## src/sram_ctrl_pkg.sv

```systemverilog
/*
 * constants and carrier types for the host-side controller of an
 * asynchronous 1 M x 16 static memory.
 * assumes a 10 MHz system clock; all pin timing is counted in its cycles.
 */
package sram_ctrl_pkg;

    localparam int ADDR_W  = 20;
    localparam int DATA_W  = 16;
    localparam int CLK_NS  = 100;

    // speed grade figures, slow grade taken so one build fits both parts
    localparam int T_CYCLE_NS  = 55;
    localparam int T_AW_NS     = 50;
    localparam int T_CW_NS     = 50;
    localparam int T_WP_NS     = 40;
    localparam int T_DW_NS     = 25;
    localparam int T_OE_NS     = 35;
    localparam int T_AS_NS     = 0;
    localparam int T_WR_NS     = 0;

    function automatic int cyc_min(input int ns);
        int c;
        c = (ns + CLK_NS - 1) / CLK_NS;
        return (c < 1) ? 1 : c;
    endfunction

    localparam int WP_CYC   = cyc_min(T_WP_NS > T_CW_NS ? T_WP_NS : T_CW_NS);
    localparam int RD_CYC   = cyc_min(T_CYCLE_NS > T_OE_NS ? T_CYCLE_NS : T_OE_NS);
    localparam int CNT_W    = 4;
    localparam logic [CNT_W-1:0] WP_CNT = CNT_W'(WP_CYC);
    localparam logic [CNT_W-1:0] RD_CNT = CNT_W'(RD_CYC);

    localparam logic [ADDR_W-1:0] ADDR_RST = 20'h00000;
    localparam logic [DATA_W-1:0] DATA_RST = 16'h0000;

    typedef struct packed {
        logic              write;
        logic [1:0]        lane_en;
        logic [ADDR_W-1:0] addr;
        logic [DATA_W-1:0] wdata;
    } req_t;

    typedef struct packed {
        logic              select_active_low;
        logic              select_active_high;
        logic              write_n;
        logic              out_gate_n;
        logic              lower_lane_select_n;
        logic              upper_lane_select_n;
        logic [ADDR_W-1:0] word_address;
    } pins_t;

    typedef enum logic [4:0] {
        ST_IDLE  = 5'b00001,
        ST_SETUP = 5'b00010,
        ST_WRITE = 5'b00100,
        ST_READ  = 5'b01000,
        ST_END   = 5'b10000
    } state_t;

endpackage

```

## src/sram_host_ctrl.sv

```systemverilog
/*
 * host-side controller driving an asynchronous 1 M x 16 static memory
 * with single read and write word or byte accesses, plus a retention request.
 * assumes pins are sampled synchronous to clk and the memory is wired directly.
 */
// Notes on behaviour
// - one shared bus; memory drives only on reads, host only on writes.
// - write happens while both selects active, strobe low, a lane selected.
// - address valid at least 45 or 50 ns before write ends.
// - both selects active at least 45 or 50 ns before write ends.
// - address valid no later than write start, 0 ns setup.
// - address held at least 0 ns after the write ends.
// - write data valid 25 ns before write end, held 0 ns after.
// - write pulse lasts at least 35 or 40 ns.
// - active-high select retention keeps data with other inputs floating.
// - active-low select retention needs active-high select held at a rail.
// - deselect before supply drops into retention, 0 ns minimum.
`timescale 1ns/1ps
module sram_host_ctrl (
    input  wire logic                                  clk,
    input  wire logic                                  reset_n,
    input  wire logic                                  req_valid,
    input  wire sram_ctrl_pkg::req_t                   req,
    input  wire logic                                  retain_req,
    output logic                                       req_ready,
    output logic                                       rsp_valid,
    output logic      [sram_ctrl_pkg::DATA_W-1:0]      rsp_rdata,
    output logic                                       retain_ok,
    output sram_ctrl_pkg::pins_t                       pins,
    input  wire logic [sram_ctrl_pkg::DATA_W-1:0]      shared_data_lines_in,
    output logic      [sram_ctrl_pkg::DATA_W-1:0]      shared_data_lines_out,
    output logic      [sram_ctrl_pkg::DATA_W-1:0]      shared_data_lines_oe,
    output logic                                       factory_test_pin
);
    typedef struct packed {
        sram_ctrl_pkg::state_t                     st;
        logic [sram_ctrl_pkg::CNT_W-1:0]           cnt;
        sram_ctrl_pkg::req_t                       cur;
        sram_ctrl_pkg::pins_t                      pins;
        logic                                      ready;
        logic                                      rvalid;
        logic [sram_ctrl_pkg::DATA_W-1:0]          rdata;
        logic                                      retained;
        logic                                      drive;
    } state_s_t;

    state_s_t s_q;
    state_s_t s_d;

    logic [sram_ctrl_pkg::DATA_W-1:0] rd_lane;

    // a lane that was not asked for reads as zero, never as whatever floats there
    for (genvar g = 0; g < 2; g++) begin : g_rd_lane
        assign rd_lane[g*8 +: 8] = s_q.cur.lane_en[g] ? shared_data_lines_in[g*8 +: 8] : 8'h00;
    end

    always_comb begin
        s_d        = s_q;
        s_d.rvalid = 1'b0;
        case (s_q.st)
            sram_ctrl_pkg::ST_IDLE: begin
                // idle: active-low select off keeps memory in standby, lines released
                s_d.pins.select_active_low  = 1'b1;
                s_d.pins.out_gate_n         = 1'b1;
                s_d.pins.write_n            = 1'b1;
                s_d.drive                   = 1'b0;
                if (retain_req) begin
                    // hold active-high select low: inputs may float safely
                    // deselect happens before retention is granted
                    s_d.pins.select_active_high = 1'b0;
                    s_d.retained                = s_q.pins.select_active_high == 1'b0;
                    s_d.ready                   = 1'b0;
                end else begin
                    s_d.retained                = 1'b0;
                    s_d.pins.select_active_high = 1'b1;
                    s_d.ready                   = 1'b1;
                    if (req_valid && s_q.ready && (req.lane_en != 2'b00)) begin
                        s_d.cur   = req;
                        s_d.ready = 1'b0;
                        // address and lanes settle a cycle before any strobe
                        s_d.pins.word_address        = req.addr;
                        s_d.pins.lower_lane_select_n = ~req.lane_en[0];
                        s_d.pins.upper_lane_select_n = ~req.lane_en[1];
                        s_d.pins.select_active_low   = 1'b0;
                        s_d.drive                    = req.write;
                        s_d.st                       = sram_ctrl_pkg::ST_SETUP;
                    end
                end
            end
            sram_ctrl_pkg::ST_SETUP: begin
                s_d.cnt = '0;
                if (s_q.cur.write) begin
                    // strobe is the last qualifying edge, so it starts the write
                    s_d.pins.write_n = 1'b0;
                    s_d.st           = sram_ctrl_pkg::ST_WRITE;
                end else begin
                    // read: strobe stays high, gate falls
                    s_d.pins.out_gate_n = 1'b0;
                    s_d.st              = sram_ctrl_pkg::ST_READ;
                end
            end
            sram_ctrl_pkg::ST_WRITE: begin
                s_d.cnt = s_q.cnt + 1'b1;
                // one 100 ns cycle covers pulse, select and address windows
                if (s_q.cnt + 1'b1 >= sram_ctrl_pkg::WP_CNT) begin
                    // strobe rises first, so it ends the write
                    s_d.pins.write_n = 1'b1;
                    s_d.st           = sram_ctrl_pkg::ST_END;
                end
            end
            sram_ctrl_pkg::ST_READ: begin
                s_d.cnt = s_q.cnt + 1'b1;
                // sample after gate low long enough for valid data
                if (s_q.cnt + 1'b1 >= sram_ctrl_pkg::RD_CNT) begin
                    s_d.rdata           = rd_lane;
                    s_d.rvalid          = 1'b1;
                    s_d.pins.out_gate_n = 1'b1;
                    s_d.st              = sram_ctrl_pkg::ST_END;
                end
            end
            sram_ctrl_pkg::ST_END: begin
                // address and data held one cycle after the strobe rises
                s_d.drive                   = 1'b0;
                s_d.pins.select_active_low  = 1'b1;
                s_d.pins.lower_lane_select_n = 1'b1;
                s_d.pins.upper_lane_select_n = 1'b1;
                s_d.ready                   = ~retain_req;
                s_d.st                      = sram_ctrl_pkg::ST_IDLE;
            end
            default: begin
                s_d.st = sram_ctrl_pkg::ST_IDLE;
            end
        endcase
        if (!reset_n) begin
            s_d.st                       = sram_ctrl_pkg::ST_IDLE;
            s_d.cnt                      = '0;
            s_d.cur                      = '0;
            s_d.ready                    = 1'b0;
            s_d.rvalid                   = 1'b0;
            s_d.rdata                    = sram_ctrl_pkg::DATA_RST;
            s_d.retained                 = 1'b0;
            s_d.drive                    = 1'b0;
            s_d.pins.select_active_low   = 1'b1;
            s_d.pins.select_active_high  = 1'b0;
            s_d.pins.write_n             = 1'b1;
            s_d.pins.out_gate_n          = 1'b1;
            s_d.pins.lower_lane_select_n = 1'b1;
            s_d.pins.upper_lane_select_n = 1'b1;
            s_d.pins.word_address        = sram_ctrl_pkg::ADDR_RST;
        end
    end

    always_ff @(posedge clk) begin
        s_q <= s_d;
    end

    // data drive is registered in step with the strobes
    sram_lane_drv u_drv (
        .clk      (clk),
        .reset_n  (reset_n),
        .drive    (s_d.drive),
        .lane_en  (s_d.cur.lane_en),
        .wdata    (s_d.cur.wdata),
        .data_out (shared_data_lines_out),
        .data_oe  (shared_data_lines_oe)
    );

    logic test_pin_q;
    always_ff @(posedge clk) begin
        test_pin_q <= 1'b0;
    end

    assign req_ready        = s_q.ready;
    assign rsp_valid        = s_q.rvalid;
    assign rsp_rdata        = s_q.rdata;
    assign retain_ok        = s_q.retained;
    assign pins             = s_q.pins;
    assign factory_test_pin = test_pin_q;
endmodule

```

## src/sram_lane_drv.sv

```systemverilog
/*
 * per-lane data driver toward the shared data lines.
 * assumes the main controller decides when a write is active.
 */
`timescale 1ns/1ps
module sram_lane_drv (
    input  wire logic                                  clk,
    input  wire logic                                  reset_n,
    input  wire logic                                  drive,
    input  wire logic [1:0]                            lane_en,
    input  wire logic [sram_ctrl_pkg::DATA_W-1:0]      wdata,
    output logic      [sram_ctrl_pkg::DATA_W-1:0]      data_out,
    output logic      [sram_ctrl_pkg::DATA_W-1:0]      data_oe
);
    typedef struct packed {
        logic [sram_ctrl_pkg::DATA_W-1:0] dout;
        logic [sram_ctrl_pkg::DATA_W-1:0] oe;
    } drv_t;

    drv_t s_q;
    drv_t s_d;

    always_comb begin
        s_d.dout = wdata;
        s_d.oe   = '0;
        for (int l = 0; l < 2; l++) begin
            // only selected lanes are driven, only during a write
            s_d.oe[l*8 +: 8] = {8{drive & lane_en[l]}};
        end
        if (!reset_n) begin
            s_d.dout = sram_ctrl_pkg::DATA_RST;
            s_d.oe   = '0;
        end
    end

    always_ff @(posedge clk) begin
        s_q <= s_d;
    end

    assign data_out = s_q.dout;
    assign data_oe  = s_q.oe;
endmodule

```

## config.mk

```make
export PLATFORM = sky130hd
export DESIGN_NAME = sram_host_ctrl
export DESIGN_NICKNAME = d
export VERILOG_FILES = /design/src/sram_ctrl_pkg.sv /design/src/sram_host_ctrl.sv /design/src/sram_lane_drv.sv
export SDC_FILE = /design/constraint.sdc
export NUM_CORES = 1
export LEC_CHECK = 0
export BUFFER_PORTS_ARGS = -buffer_cell sky130_fd_sc_hd__buf_2
export CORE_ASPECT_RATIO = 0.6
export CORE_MARGIN = 5
export CORE_UTILIZATION = 52
export DETAILED_ROUTE_END_ITERATION = 7
export PLACE_DENSITY = 0.87
export SLEW_MARGIN = 10
export SYNTH_ARGS = -nofsm -noshare
export SYNTH_HDL_FRONTEND = slang
export SYNTH_SLANG_ARGS = --single-unit
```

## constraint.sdc

```tcl
create_clock -name clk -period 4.62 [get_ports clk]
set_input_delay 1.386 -clock clk [delete_from_list [all_inputs] [get_ports clk]]
set_output_delay 1.386 -clock clk [all_outputs]
set_load 0.02 [all_outputs]
```

Word-level counts from Yosys, hierarchy flattened
Index checks and enable logic that the tools add are counted.

cells by class
  add/subtract/negate cells = 1
  multipliers = 0
  div/mod/pow operators = 0
  $lt $le $gt $ge = 1
  equal/unequal tests = 12
  shift operators = 0
  mux-type cells = 33
  bitwise logic cells = 6
  reduce and logical (&&, ||, !) cells = 15

operators with widths
  cell                                                  count
  2-to-1 mux 84 bit                                     1
  2-to-1 mux 39 bit                                     2
  2-to-1 mux 38 bit                                     1
  2-to-1 mux 17 bit                                     2
  2-to-1 mux 23 bit                                     1
  2-to-1 mux 22 bit                                     1
  2-to-1 mux 20 bit                                     1
  2-to-1 mux 8 bit                                      2
  2-to-1 mux 5 bit                                      3
  case mux 5 bit (3 select lines)                       1
  AND reduction 3 bit                                   5
  inequality test 2 bit (second input constant)         6
  2-to-1 mux 1 bit                                      10
  case mux 4 bit (2 select lines)                       1
  case mux 1 bit (2 select lines)                       3
  case mux 1 bit (3 select lines)                       2
  nonzero test 2 bit                                    3
  nonzero test 3 bit                                    2
  equality test 5 x 1 -> 1 bit (second input constant)  1
  equality test 5 x 2 -> 1 bit (second input constant)  1
  equality test 5 x 3 -> 1 bit (second input constant)  1
  equality test 5 x 4 -> 1 bit (second input constant)  1
  equality test 5 bit (second input constant)           1
  adder 4 x 1 -> 4 bit (second input constant)          1
  9 further kinds                                       15

storage, ports and cells
  register bits = 99
  bits in latches = 0
  bits in writable memories = 0
  ROM bits = 0
  memories kept = 0

Depth between registers and ports, before layout
Gate-level depths: netlist of the first run.

  word-level depth = 7
  depth in mapped cells = 7

Modules after synthesis
A second synthesis of the first run with hierarchy kept.

second synthesis, totals
  cell total of the unflattened synthesis = 438
  area total of the unflattened synthesis = 3942.5 um^2

modules (own cells, without submodules)
  module          instances  cells an instance  area each (um^2)  seq. area each (um^2)
  sram_host_ctrl  1          387                3335.7            1481.4
  sram_lane_drv   1          51                 606.8             360.3

Worst setup path before layout of the first run
OpenSTA, ideal clock, no wires.

  path type = input -> register
  start = in req[37] (netlist bit)
  end = reg u_drv.s_q (netlist bit u_drv.data_oe[7])
  setup time = 0.128 ns
  arrival = 2.339 ns
  slack = 2.153 ns
  stages on the path = 6
  buffers on the path = 2
  path through = o211a_1 -> and4_1 -> buf_4 -> buf_6 -> a32oi_1 -> a21oi_1

between the ends
  longest elaborated chain between the ends = 7
  elaborated cells on any way between the ends = 10
  classes of those cells = mux: 7; bitwise: 1; reduce/logical: 2

RTL lines
  item                                                                  RTL line               source
  start, declared                                                       sram_host_ctrl.sv:23   input wire sram_ctrl_pkg::req_t req,
  nonzero test 2 bit *                                                  sram_host_ctrl.sv:77   if (req_valid && s_q.ready && (req.lane_en != 2'b00)) begin
  logical AND 1 bit *                                                   sram_host_ctrl.sv:77
  2-to-1 mux 1 bit or 2-to-1 mux 39 bit (tied branches)                 sram_host_ctrl.sv:77
  2-to-1 mux 1 bit or 2-to-1 mux 39 bit (tied branches)                 sram_host_ctrl.sv:67   if (retain_req) begin
  case mux 1 bit (2 select lines) or 2-to-1 mux 38 bit (tied branches)  sram_host_ctrl.sv:60   case (s_q.st)
  2-to-1 mux 84 bit *                                                   sram_host_ctrl.sv:134  if (!reset_n) begin
  bitwise AND 1 bit *                                                   sram_lane_drv.sv:28    s_d.oe[l*8 +: 8] = {8{drive & lane_en[l]}};
  end signal, assigned                                                  sram_lane_drv.sv:37    s_q <= s_d;
  end, declared                                                         sram_lane_drv.sv:20    drv_t s_q;

Mark *: on every way between the ends. The rest lies on a longest branch, timed or not.
A chain may end at the register's enable or synchronous reset.

==> metrics.yaml, run 1 <==
synth-xor-area-share: 0.00240
grt_max_degree: 69
hold_violations: 0
drc_errors: 0
clockBufferDepth: 2
first_global_vias: 2750
synth_top_area_frac: 0.505
synth_top_flop_cell: "dfxtp_1"
synth_top_family_by_area: "compound AO/OA/AOI/OAI gates"
synth_compound_area_frac: 0.167
cts_tree: "yes"
die_w_um: 118
reg2reg_from: "s_q[91]"
synth_edf_count: 0
synth_commonest_cells: "92 x dfxtp_1, 86 x nand2_1, 61 x a21oi_1"
vias: 2860
cts_resized: 0
total_power_mw: 1.65
synth-adder-area-share: 0.00686
final-max-slew-violation-count: 0
synth_fp_nets: 469
outcome: "finished clean"
rrSetupSlack_ns: 2.28
pre_cts_slack_ns: 1.16
cts-root-buf: "clkbuf_16"
clock-sinks: 92
criticalPathCategory: "input port to flip-flop"
row_count: 23
antenna_cells: 0
globalplace.congestion: 0.841
worstSetupStartpoint: "reset_n"
r2r-end: "u_drv.data_oe[7]"
worstSetupEndpoint: "rsp_rdata[8]"
post-cts-setup-buffers: 0
power.density_nw_per_um2: 389
min_from: "pins[1]"
yosysWarnings: 0
multi_input_comb_area_sq_um: 1260
synthArstFlopShare: 0
syn_area_per_cell_sq_um: 8.95
cts.clk_slew.worst_paths_ns: 0.06
cp_data_required_time_ns: 4.89
relSlewSlack: 0.173
viasPerCell: 5.03
synth_top_area_cell: "dfxtp_1"
area_growth_pct: 15.9
syn-cell-area_sq_um: 3650
finalInstanceArea_sq_um: 4230
synth_most_common_cell: "dfxtp_1"
ys_seq_area_frac: 0.505
antenna_found_initial: 0
rr_worst_depth: 5
nNetsFinal: 538
worst_hold_slack_ns: 0.454
rsz0062_at_grt: "no"
leakagePower_nw: 1.89
worstSetupStartpointType: "input port"
synth_cells: 408
die_area_sq_um: 8850
drt_iter0_markers: 150
synth_area_leaders: "dfxtp_1 50%, buf_4 12%, nand2_1 8.8%"
ant_nets: 0
worstMarginPinSlew_ns: 1.24
ff_latch_area_sq_um: 1840
post_drt_wl_per_cell_um: 13.9
peakVddDrop_mv: 0.277
grt_pass1_wl_mm: 12.8
synthSimpleGateAreaFrac: 0.165
setup_slack_ns: 1.47
fillers: 566
critPathMaxFanout: 68
clkLatencyLatePin_ns: 0.33
dr.pass1.iters: 4
ioPinCount: 137
drive_gt1_frac: 0.332
ys_ff_latch: 92
drv_cap: 0
dp_hpwl_mm: 5.62
fin_tns_setup_ns: 0
cp.arrival_ns: 3.42
htree_levels: 3
finClkSkew_ns: 0.00444
cts_buffers: 9
die-height_um: 74.9
finalNonFillerCells: 569
synthMuxAreaShare: 0.00309
core-area_sq_um: 6730
placed_cells: 553
final-setup-viol-count: 0
endpoint_kind: "flip-flop"
fin_crit_sh: 0.682
synth.distinct_cells: 45
post_dp_cell_area_sq_um: 3920
min_path_type: "flip-flop to flip-flop"
track_usage: 0.180
grt-ovfl-total: 0
timing.fmax_mhz: 317
start_util: 0.542
io_buffers: 135
finish.utilization: 0.628
ctsHoldBuffers: 0
routed_wirelength_mm: 7.89
fin_crit_ns: 3.15
[critical path, stage by stage]
cell	delay, ns
buf_2	0.21
inv_2	0.41
a21oi_1	1.11
a22o_1	0.29
[cell type report]
type	count	share of cell area
flip-flops and latches	92	0.435
clock buffers	13	0.0639
clock inverters	3	0.0103
well taps	87	0.0257
inverters	5	0.00444
repair buffers	137	0.163
multi-input cells	232	0.297
[flip-flops by register name, indices dropped and copies added (netlist names)]
register,flops
req_ready,1
u_drv.data_oe,2
rsp_valid,1
retain_ok,1
s_q,29
pins,26
u_drv.data_out,16
rsp_rdata,16
[report_power, final]
part	internal [mW]	switching [mW]	total, mW
clock	0.464	0.287	0.751
sequential	0.805	0.00537	0.810
combinational	0.0340	0.0518	0.0858
total	1.30	0.344	1.65
[cells by family (layout without fill, tap and decap cells)]
logic type / after synthesis / after routing
and+or+nand+nor: 129 / 129
AOI/OAI and AO/OA: 98 / 98
DFF: 92 / 92
buffers and inverters: 84 / 158
adders and majority gates: 2 / 2
other: 1 / 1
xor gates and xnor gates: 1 / 1
muxes: 1 / 1
[cells in the final DEF (no fill, tap or decap), types with 2 or more instances in the layout]
cell | synthesis | layout
ha_1 | 2 | 2
a211oi_1 | 4 | 4
o21ai_0 | 5 | 5
dfxtp_1 | 92 | 92
nor3_1 | 4 | 4
o211a_1 | 2 | 2
nor2_1 | 8 | 8
nand2_1 | 86 | 86
nand3_1 | 10 | 10
clkbuf_16 | 0 | 9
clkbuf_8 | 0 | 3
nand3b_1 | 2 | 2
or3_1 | 3 | 3
buf_4 | 59 | 2
buf_2 | 4 | 135
a22o_1 | 16 | 16
o41a_1 | 2 | 2
a21oi_1 | 61 | 61
nor3_4 | 2 | 2
inv_1 | 5 | 4
nand4_1 | 2 | 2
[routing by layer]
metal | share of wire | global-route usage | vias up
li1 | - | - | 1466
met1 | 0.43 | 0.207 | 1289
met2 | 0.45 | 0.290 | 99
met3 | 0.11 | 0.101 | 6
met4 | 0.0080 | 0.0573 | 0
met5 | 0 | 0 | -
[worst min path at each step]
| stage | endpoint | slack, ns | cells past startpoint |
|---|---|---|---|
| floorplan | pins[0] | 0.44 | 2 |
| global placement | pins[16] | 0.44 | 2 |
| detailed placement | pins[3] | 0.45 | 2 |
| CTS | pins[3] | 0.46 | 2 |
| global route | pins[17] | 0.48 | 2 |
| finish | pins[1] | 0.45 | 2 |
(Power assumes the default switching activity.)
==> run 2: changes to the inputs <==
--- a/config.mk
+++ b/config.mk
@@ -5,12 +5,13 @@
 export SDC_FILE = /design/constraint.sdc
 export NUM_CORES = 1
 export LEC_CHECK = 0
+export ABC_AREA = 1
 export BUFFER_PORTS_ARGS = -buffer_cell sky130_fd_sc_hd__buf_2
 export CORE_ASPECT_RATIO = 0.6
 export CORE_MARGIN = 5
-export CORE_UTILIZATION = 52
+export CORE_UTILIZATION = 44
 export DETAILED_ROUTE_END_ITERATION = 7
-export PLACE_DENSITY = 0.87
+export PLACE_DENSITY = 0.78
 export SLEW_MARGIN = 10
 export SYNTH_ARGS = -nofsm -noshare
 export SYNTH_HDL_FRONTEND = slang
==> constraint.sdc (replaced) <==
create_clock -name clk -period 2.7 [get_ports clk]
set_input_delay 0.81 -clock clk [delete_from_list [all_inputs] [get_ports clk]]
set_output_delay 0.81 -clock clk [all_outputs]
set_load 0.02 [all_outputs]
==> run 2 against run 1 <==
Compared with the run above: clock skew rose by 0.0044 ns; register-to-register slack worse by 1.2 ns; clock-buffer cell count is 2 lower; die area is 20% higher; synthesized cell count is 15% higher; flip-flop and latch count unchanged; global-route usage shrank 1.8 points; first-iteration DRC count increased by 53%; non-clock buffer count grew 1; setup slack got worse by 0.60 ns; sequential power up 98%; clock power increased by 54%.
==> metrics.yaml, run 2 <==
outcome: "finished clean"  # unchanged
max_stage_delay_ns: 0.46  # was 1.11 ns
antenna_cells: 0  # unchanged
clock_power_share: 0.323  # was 0.456
synth.distinct_cells: 25  # was 45
fin_crit_ns: 1.83
antenna_found_initial: 0  # unchanged
final-max-slew-violation-count: 0  # unchanged
endpoint_kind: "primary output"  # was flip-flop
ys_ff_latch: 92  # unchanged
seqPwrFrac: 0.445  # was 0.492
ff_latch_area_sq_um: 1840  # unchanged
drc_errors: 0  # unchanged
min_path_type: "flip-flop to flip-flop"  # unchanged
switching_share: 0.323  # was 0.209
timing.fmax_mhz: 546
final_common_cell: "buf_2"  # unchanged
peakVddDrop_mv: 0.307  # was 0.277 mV
synth_area_leaders: "dfxtp_1 49%, buf_4 12%, nor2_1 9.8%"  # was dfxtp_1 50%, buf_4 12%, nand2_1 8.8%
clock-sinks: 92  # unchanged
routed_wirelength_mm: 8.41  # was 7.89 mm
finClkSkew_ns: 0.00884  # was 0.00444 ns
final_cell_mix: "135 x buf_2, 99 x nor2_1, 92 x dfxtp_1"  # was 135 x buf_2, 92 x dfxtp_1, 86 x nand2_1
vias: 3097  # was 2,860
synth_top_flop_cell: "dfxtp_1"  # unchanged
drv_cap: 0  # unchanged
power.density_nw_per_um2: 823  # was 389 nW/um^2
cts-root-buf: "clkbuf_16"  # unchanged
synth_commonest_cells: "99 x nor2_1, 92 x dfxtp_1, 60 x buf_4"  # was 92 x dfxtp_1, 86 x nand2_1, 61 x a21oi_1
cts_buffers: 9  # unchanged
die-height_um: 81.8  # was 74.9 um
fin_crit_sh: 0.679
grt-ovfl-total: 0  # unchanged
die_w_um: 130  # was 118 um
cp_data_required_time_ns: 1.89  # was 4.89 ns
switchingPower_mw: 1.16  # was 0.344 mW
first_global_vias: 2843  # was 2,750
multi_input_comb_area_sq_um: 1310  # was 1260 sq um
synth_top_area_frac: 0.487  # was 0.505
finish.utilization: 0.516  # was 0.628
rsz0062_at_grt: "no"  # unchanged
synth_cells: 469  # was 408
leakagePower_nw: 2.17  # was 1.89 nW
track_usage: 0.162  # was 0.180
post_drt_wl_per_cell_um: 12.8  # was 13.9 um
ctsHoldBuffers: 0  # unchanged
criticalPathCategory: "flip-flop to primary output"  # was input port to flip-flop
worstSetupStartpointType: "flip-flop"  # was input port
post-cts-setup-buffers: 0  # unchanged
drive_gt1_frac: 0.305  # was 0.332
worst_hold_slack_ns: 0.448  # was 0.454 ns
syn-cell-area_sq_um: 3780  # was 3650 sq um
worst-path-buf-inv: 1  # was 2
synth_top_family_by_area: "simple AND/OR/NAND/NOR gates"  # was compound AO/OA/AOI/OAI gates
synth_compound_area_frac: 0.102  # was 0.167
synthMuxAreaShare: 0  # was 0.00309
ys_seq_area_frac: 0.487  # was 0.505
grt_pass1_wl_mm: 13.5  # was 12.8 mm
combPwrFrac: 0.232  # was 0.052
final-setup-viol-count: 0  # unchanged
die_area_sq_um: 10600  # was 8850 sq um
fin_tns_setup_ns: 0  # unchanged
ant_nets: 0  # unchanged
cp_cell_sequence: "buf_2"  # was buf_2 -> inv_2 -> a21oi_1 -> a22o_1
grt_max_degree: 42  # was 69
cts_tree: "yes"  # unchanged
io_buffers: 135  # unchanged
crit_slowest_cell: "dfxtp_1"  # was a21oi_1
htree_levels: 3  # unchanged
synth_fp_nets: 530  # was 469
row_count: 26  # was 23
viasPerCell: 4.70  # was 5.03
ioPinCount: 137  # unchanged
cts_resized: 0  # unchanged
cp_top_family: "flip-flops"  # was compound AO/OA/AOI/OAI gates
top_register: "s_q"  # unchanged
synth_most_common_cell: "nor2_1"  # was dfxtp_1
cts.clk_slew.worst_paths_ns: 0.07  # was 0.06 ns
dp_hpwl_mm: 6.30  # was 5.62 mm
critPathMaxFanout: 8  # was 68
power.internal_mw: 2.43  # was 1.30 mW
synth_edf_count: 0  # unchanged
hold_violations: 0  # unchanged
drt_iter0_markers: 229  # was 150
synthSimpleGateAreaFrac: 0.236  # was 0.165
synth-xor-area-share: 0  # was 0.00240
area_growth_pct: 15.4  # was 15.9%
nNetsFinal: 603  # was 538
synth-adder-area-share: 0.00661  # was 0.00686
clockBufferDepth: 2  # unchanged
start_util: 0.447  # was 0.542
synth_top_area_cell: "dfxtp_1"  # unchanged
core-area_sq_um: 8460  # was 6730 sq um
dr.pass1.iters: 5  # was 4
syn_area_per_cell_sq_um: 8.07  # was 8.95 sq um
cp.arrival_ns: 1.02  # was 3.42 ns
globalplace.congestion: 0.796  # was 0.841
synthArstFlopShare: 0  # unchanged
clkLatencyLatePin_ns: 0.34  # was 0.33 ns
largest_reg_flops: 29  # unchanged
yosysWarnings: 0  # unchanged
fillers: 839  # was 566
[run 2: changes by cell type after synthesis, moves of 4 or more]
cell,previous run,this run
nor3_1,4,0
o21ai_1,0,26
nand2_1,86,43
a21oi_1,61,12
a211oi_1,4,0
a22o_1,16,0
nand4_1,2,6
nor2_1,8,99
clkbuf_1,14,4
inv_1,5,23
nand3_1,10,42
o21ai_0,5,31
[run 2: metrics by stage]
step                      area, sq um  cells  setup slack, ns  total power [mW]
after floorplan                  3780    469             1.03              2.31
after detailed placement         4090    643            0.614              2.46
after global routing             4370    659            0.787              3.81
final                            4370    659            0.867              3.60
after CTS                        4370    659            0.837              3.64
after global placement           4090    643            0.674              2.44
[run 2: kinds of logic after synthesis]
group,Yosys count
buf+inv,100
fa+ha+maj,2
compound gates,73
simple gates,201
other cells,1
flops,92
[run 2: power groups by stage]
stage / Sequential [mW] / Combinational, mW / Clock (mW)
after floorplan: 1.65 / 0.662 / 0
after global placement: 1.62 / 0.820 / 0
after detailed placement: 1.63 / 0.835 / 0
after CTS: 1.60 / 0.840 / 1.20
after global routing: 1.62 / 0.926 / 1.27
final: 1.60 / 0.834 / 1.16
[run 2: final cells by class]
| cell class | count | area share |
|---|---|---|
| clock buffer | 11 | 0.0556 |
| clock inverter | 5 | 0.00831 |
| inverter | 24 | 0.0206 |
| multi-input combinational | 277 | 0.299 |
| sequential | 92 | 0.422 |
| tap | 112 | 0.0321 |
| timing repair buffer | 138 | 0.163 |
[run 2: path summary, 6_finish.rpt]
kind / from / to / slack, ns / cells after the start
max: u_drv.data_oe[7] / shared_data_lines_oe[1] / 0.87 / 1
min: pins[22] / pins[22] / 0.45 / 2
max reg2reg: s_q[85] / rsp_rdata[5] / 1.08 / 7
min reg2reg: pins[22] / pins[22] / 0.45 / 2
[run 2: routing by layer]
metal,part of all wire,global-route usage,vias to the layer above
li1,-,-,1603
met1,0.45,0.201,1389
met2,0.45,0.253,97
met3,0.089,0.0689,8
met4,0.011,0.0591,0
met5,0,0,-
==> run 3: changes to the inputs <==
--- a/config.mk
+++ b/config.mk
@@ -5,13 +5,13 @@
 export SDC_FILE = /design/constraint.sdc
 export NUM_CORES = 1
 export LEC_CHECK = 0
-export ABC_AREA = 1
+export ABC_AREA = 0
 export BUFFER_PORTS_ARGS = -buffer_cell sky130_fd_sc_hd__buf_2
 export CORE_ASPECT_RATIO = 0.6
 export CORE_MARGIN = 5
 export CORE_UTILIZATION = 44
 export DETAILED_ROUTE_END_ITERATION = 7
-export PLACE_DENSITY = 0.78
+export PLACE_DENSITY = 0.79
 export SLEW_MARGIN = 10
 export SYNTH_ARGS = -nofsm -noshare
 export SYNTH_HDL_FRONTEND = slang
==> constraint.sdc (replaced) <==
create_clock -name clk -period 1.6 [get_ports clk]
set_input_delay 0.48 -clock clk [delete_from_list [all_inputs] [get_ports clk]]
set_output_delay 0.48 -clock clk [all_outputs]
set_load 0.02 [all_outputs]
==> run 3 against run 2 <==
Compared with the run above: the flow now finishes with violations (setup timing); combinational power is 65% lower; die area is 3.2% lower; non-clock buffer count is 23 higher; sequential power is 46% higher; critical path depth is 4 higher; flip-flop and latch count stayed put; sequential share of layout area is 1.4 points lower; setup slack worse by 0.94 ns; largest cell class unchanged; highest routed layer is now met5.
==> metrics.yaml, run 3 (synthesis results as in run 1) <==
viasPerCell: 4.97  # was 4.70
largest_reg_flops: 29  # unchanged
final_common_cell: "buf_2"  # unchanged
ctsHoldBuffers: 0  # unchanged
drive_gt1_frac: 0.391  # was 0.305
setup_slack_ns: -0.0736  # was 0.867 ns
drt_iter0_markers: 190  # was 229
drc_errors: 0  # unchanged
die_area_sq_um: 10300  # was 10,600 sq um
die_w_um: 128  # was 130 um
vias: 3054  # was 3,097
timing.fmax_mhz: 598
post_dp_cell_area_sq_um: 4140  # was 4090 sq um
cts_tree: "yes"  # unchanged
clockBufferDepth: 2  # unchanged
rr_worst_depth: 5  # was 7
hold_violations: 0  # unchanged
cp_top_family: "simple AND/OR/NAND/NOR gates"  # was flip-flops
finalInstanceArea_sq_um: 4530  # was 4370 sq um
worstSetupEndpoint: "rsp_rdata[2]"  # was shared_data_lines_oe[1]
start_util: 0.458  # was 0.447
htree_levels: 3  # unchanged
final_cell_mix: "135 x buf_2, 88 x dfxtp_1, 86 x nand2_1"  # was 135 x buf_2, 99 x nor2_1, 92 x dfxtp_1
fin_crit_sh: 1.05
min_path_type: "input port to flip-flop"  # was flip-flop to flip-flop
rrSetupSlack_ns: -0.07  # was 1.08 ns
grt-ovfl-total: 0  # unchanged
placed_cells: 595  # was 643
nNetsFinal: 562  # was 603
worst-path-buf-inv: 1  # unchanged
routed_wirelength_mm: 8.98  # was 8.41 mm
grt_max_degree: 27  # was 42
area_growth_pct: 24.2  # was 15.4%
final-setup-viol-count: 18  # was 0
cp.arrival_ns: 1.95  # was 1.02 ns
post_drt_wl_per_cell_um: 14.6  # was 12.8 um
antenna_cells: 0  # unchanged
crit_slowest_cell: "or3b_4"  # was dfxtp_1
ioPinCount: 137  # unchanged
core-area_sq_um: 7980  # was 8460 sq um
dr.pass1.iters: 5  # unchanged
max_stage_delay_ns: 0.44  # was 0.46 ns
cp_cell_sequence: "or3_4 -> or3b_4 -> nor3_4 -> buf_12 -> a22o_1"  # was buf_2
fin_crit_ns: 1.67
peakVddDrop_mv: 0.493  # was 0.307 mV
finalNonFillerCells: 614  # was 659
dp_hpwl_mm: 6.53  # was 6.30 mm
reg2reg_from: "s_q[89]"  # was s_q[85]
critPathMaxFanout: 8  # unchanged
cts_buffers: 9  # unchanged
clkLatencyLatePin_ns: 0.34  # about the same
rsz0062_at_grt: "yes"  # was no
outcome: "finished with violations"  # was finished clean
pre_cts_slack_ns: -0.239  # was 0.614 ns
cts.clk_slew.worst_paths_ns: 0.07  # about the same
io_buffers: 135  # unchanged
final-max-slew-violation-count: 0  # unchanged
finish.utilization: 0.568  # was 0.516
clock-sinks: 92  # unchanged
leakagePower_nw: 2.03  # was 2.17 nW
worstSetupStartpoint: "s_q[89]"  # was u_drv.data_oe[7]
drv_cap: 0  # unchanged
globalplace.congestion: 0.837  # was 0.796
cp.depth: 5  # was 1
first_global_vias: 2893  # was 2,843
die-height_um: 80.5  # was 81.8 um
cts-root-buf: "clkbuf_16"  # unchanged
violations: "setup timing"
top_register: "s_q"  # unchanged
cp_data_required_time_ns: 1.88  # was 1.89 ns
worstSetupStartpointType: "flip-flop"  # unchanged
r2r-end: "rsp_rdata[2]"  # was rsp_rdata[5]
fin_tns_setup_ns: -0.700  # was 0 ns
ant_nets: 0  # unchanged
finClkSkew_ns: 0.00669  # was 0.00884 ns
grt_pass1_wl_mm: 13.8  # was 13.5 mm
fillers: 740  # was 839
endpoint_kind: "flip-flop"  # was primary output
antenna_found_initial: 1  # was 0
criticalPathCategory: "flip-flop to flip-flop"  # was flip-flop to primary output
row_count: 25  # was 26
power.density_nw_per_um2: 1060  # was 823 nW/um^2
track_usage: 0.172  # was 0.162
## run 3: cell types whose count changed in the layout (fill, tap and decap cells not counted), sizes merged, moves of 4 or more
cell	previous run	this run
buf	138	161
a22o	0	16
nand3	44	10
inv	25	8
nor2	105	8
nand2	46	86
or3	0	4
a211oi	0	4
nor3	0	6
o21ai	57	5
a21oi	14	61
nand4	6	2
## run 3: how the worst min path moves through the flow
| stage | slack, ns | cells after the start | start | to |
|---|---|---|---|---|
| after floorplan | 0.44 | 2 | pins[0] | pins[0] |
| after global placement | 0.44 | 2 | pins[18] | pins[18] |
| after detailed placement | 0.45 | 2 | pins[3] | pins[3] |
| after CTS | 0.33 | 2 | shared_data_lines_in[1] | rsp_rdata[1] |
| after global routing | 0.33 | 2 | shared_data_lines_in[5] | rsp_rdata[5] |
| final | 0.34 | 2 | shared_data_lines_in[6] | rsp_rdata[6] |
## run 3: per-stage QoR
step / hold slack [ns] / total power, mW
finish: 0.345 / 4.80
floorplan: 0.437 / 2.55
CTS: 0.333 / 4.85
global placement: 0.438 / 2.66
detailed placement: 0.446 / 2.67
global route: 0.333 / 4.97
## run 3: where the power goes
group	internal (mW)	total (mW)	switching, mW
clock	1.27	2.16	0.895
combinational	0.126	0.292	0.166
sequential	2.32	2.34	0.0154
## run 3: layout make-up
| cell class | instances | area [sq um] | area share |
|---|---|---|---|
| Multi-Input combinational cell | 232 | 1300 | 0.287 |
| Sequential cell | 92 | 1850 | 0.407 |
| Timing Repair Buffer | 161 | 921 | 0.203 |
| Tap cell | 108 | 135 | 0.0298 |
| Inverter | 5 | 18.8 | 0.00414 |
| Clock inverter | 6 | 70.1 | 0.0155 |
| Clock buffer | 10 | 239 | 0.0527 |
## run 3: repair_timing
| item | in CTS | in global routing |
|---|---|---|
| resized for setup | 3 | 9 |
| hold endpoints to repair | 0 | 0 |
| buffers inserted | 3 | 0 |
| pin swaps | 6 | 7 |
| setup endpoints to repair | 61 | 78 |
## run 3: metal layers
layer | share of wire | vias to the layer above | global-route usage | wire [um]
li1 | - | 1516 | - | -
met1 | 0.43 | 1386 | 0.206 | 3870
met2 | 0.45 | 132 | 0.273 | 4010
met3 | 0.10 | 18 | 0.0757 | 919
met4 | 0.018 | 2 | 0.0646 | 159
met5 | 0.0021 | - | 0 | 19
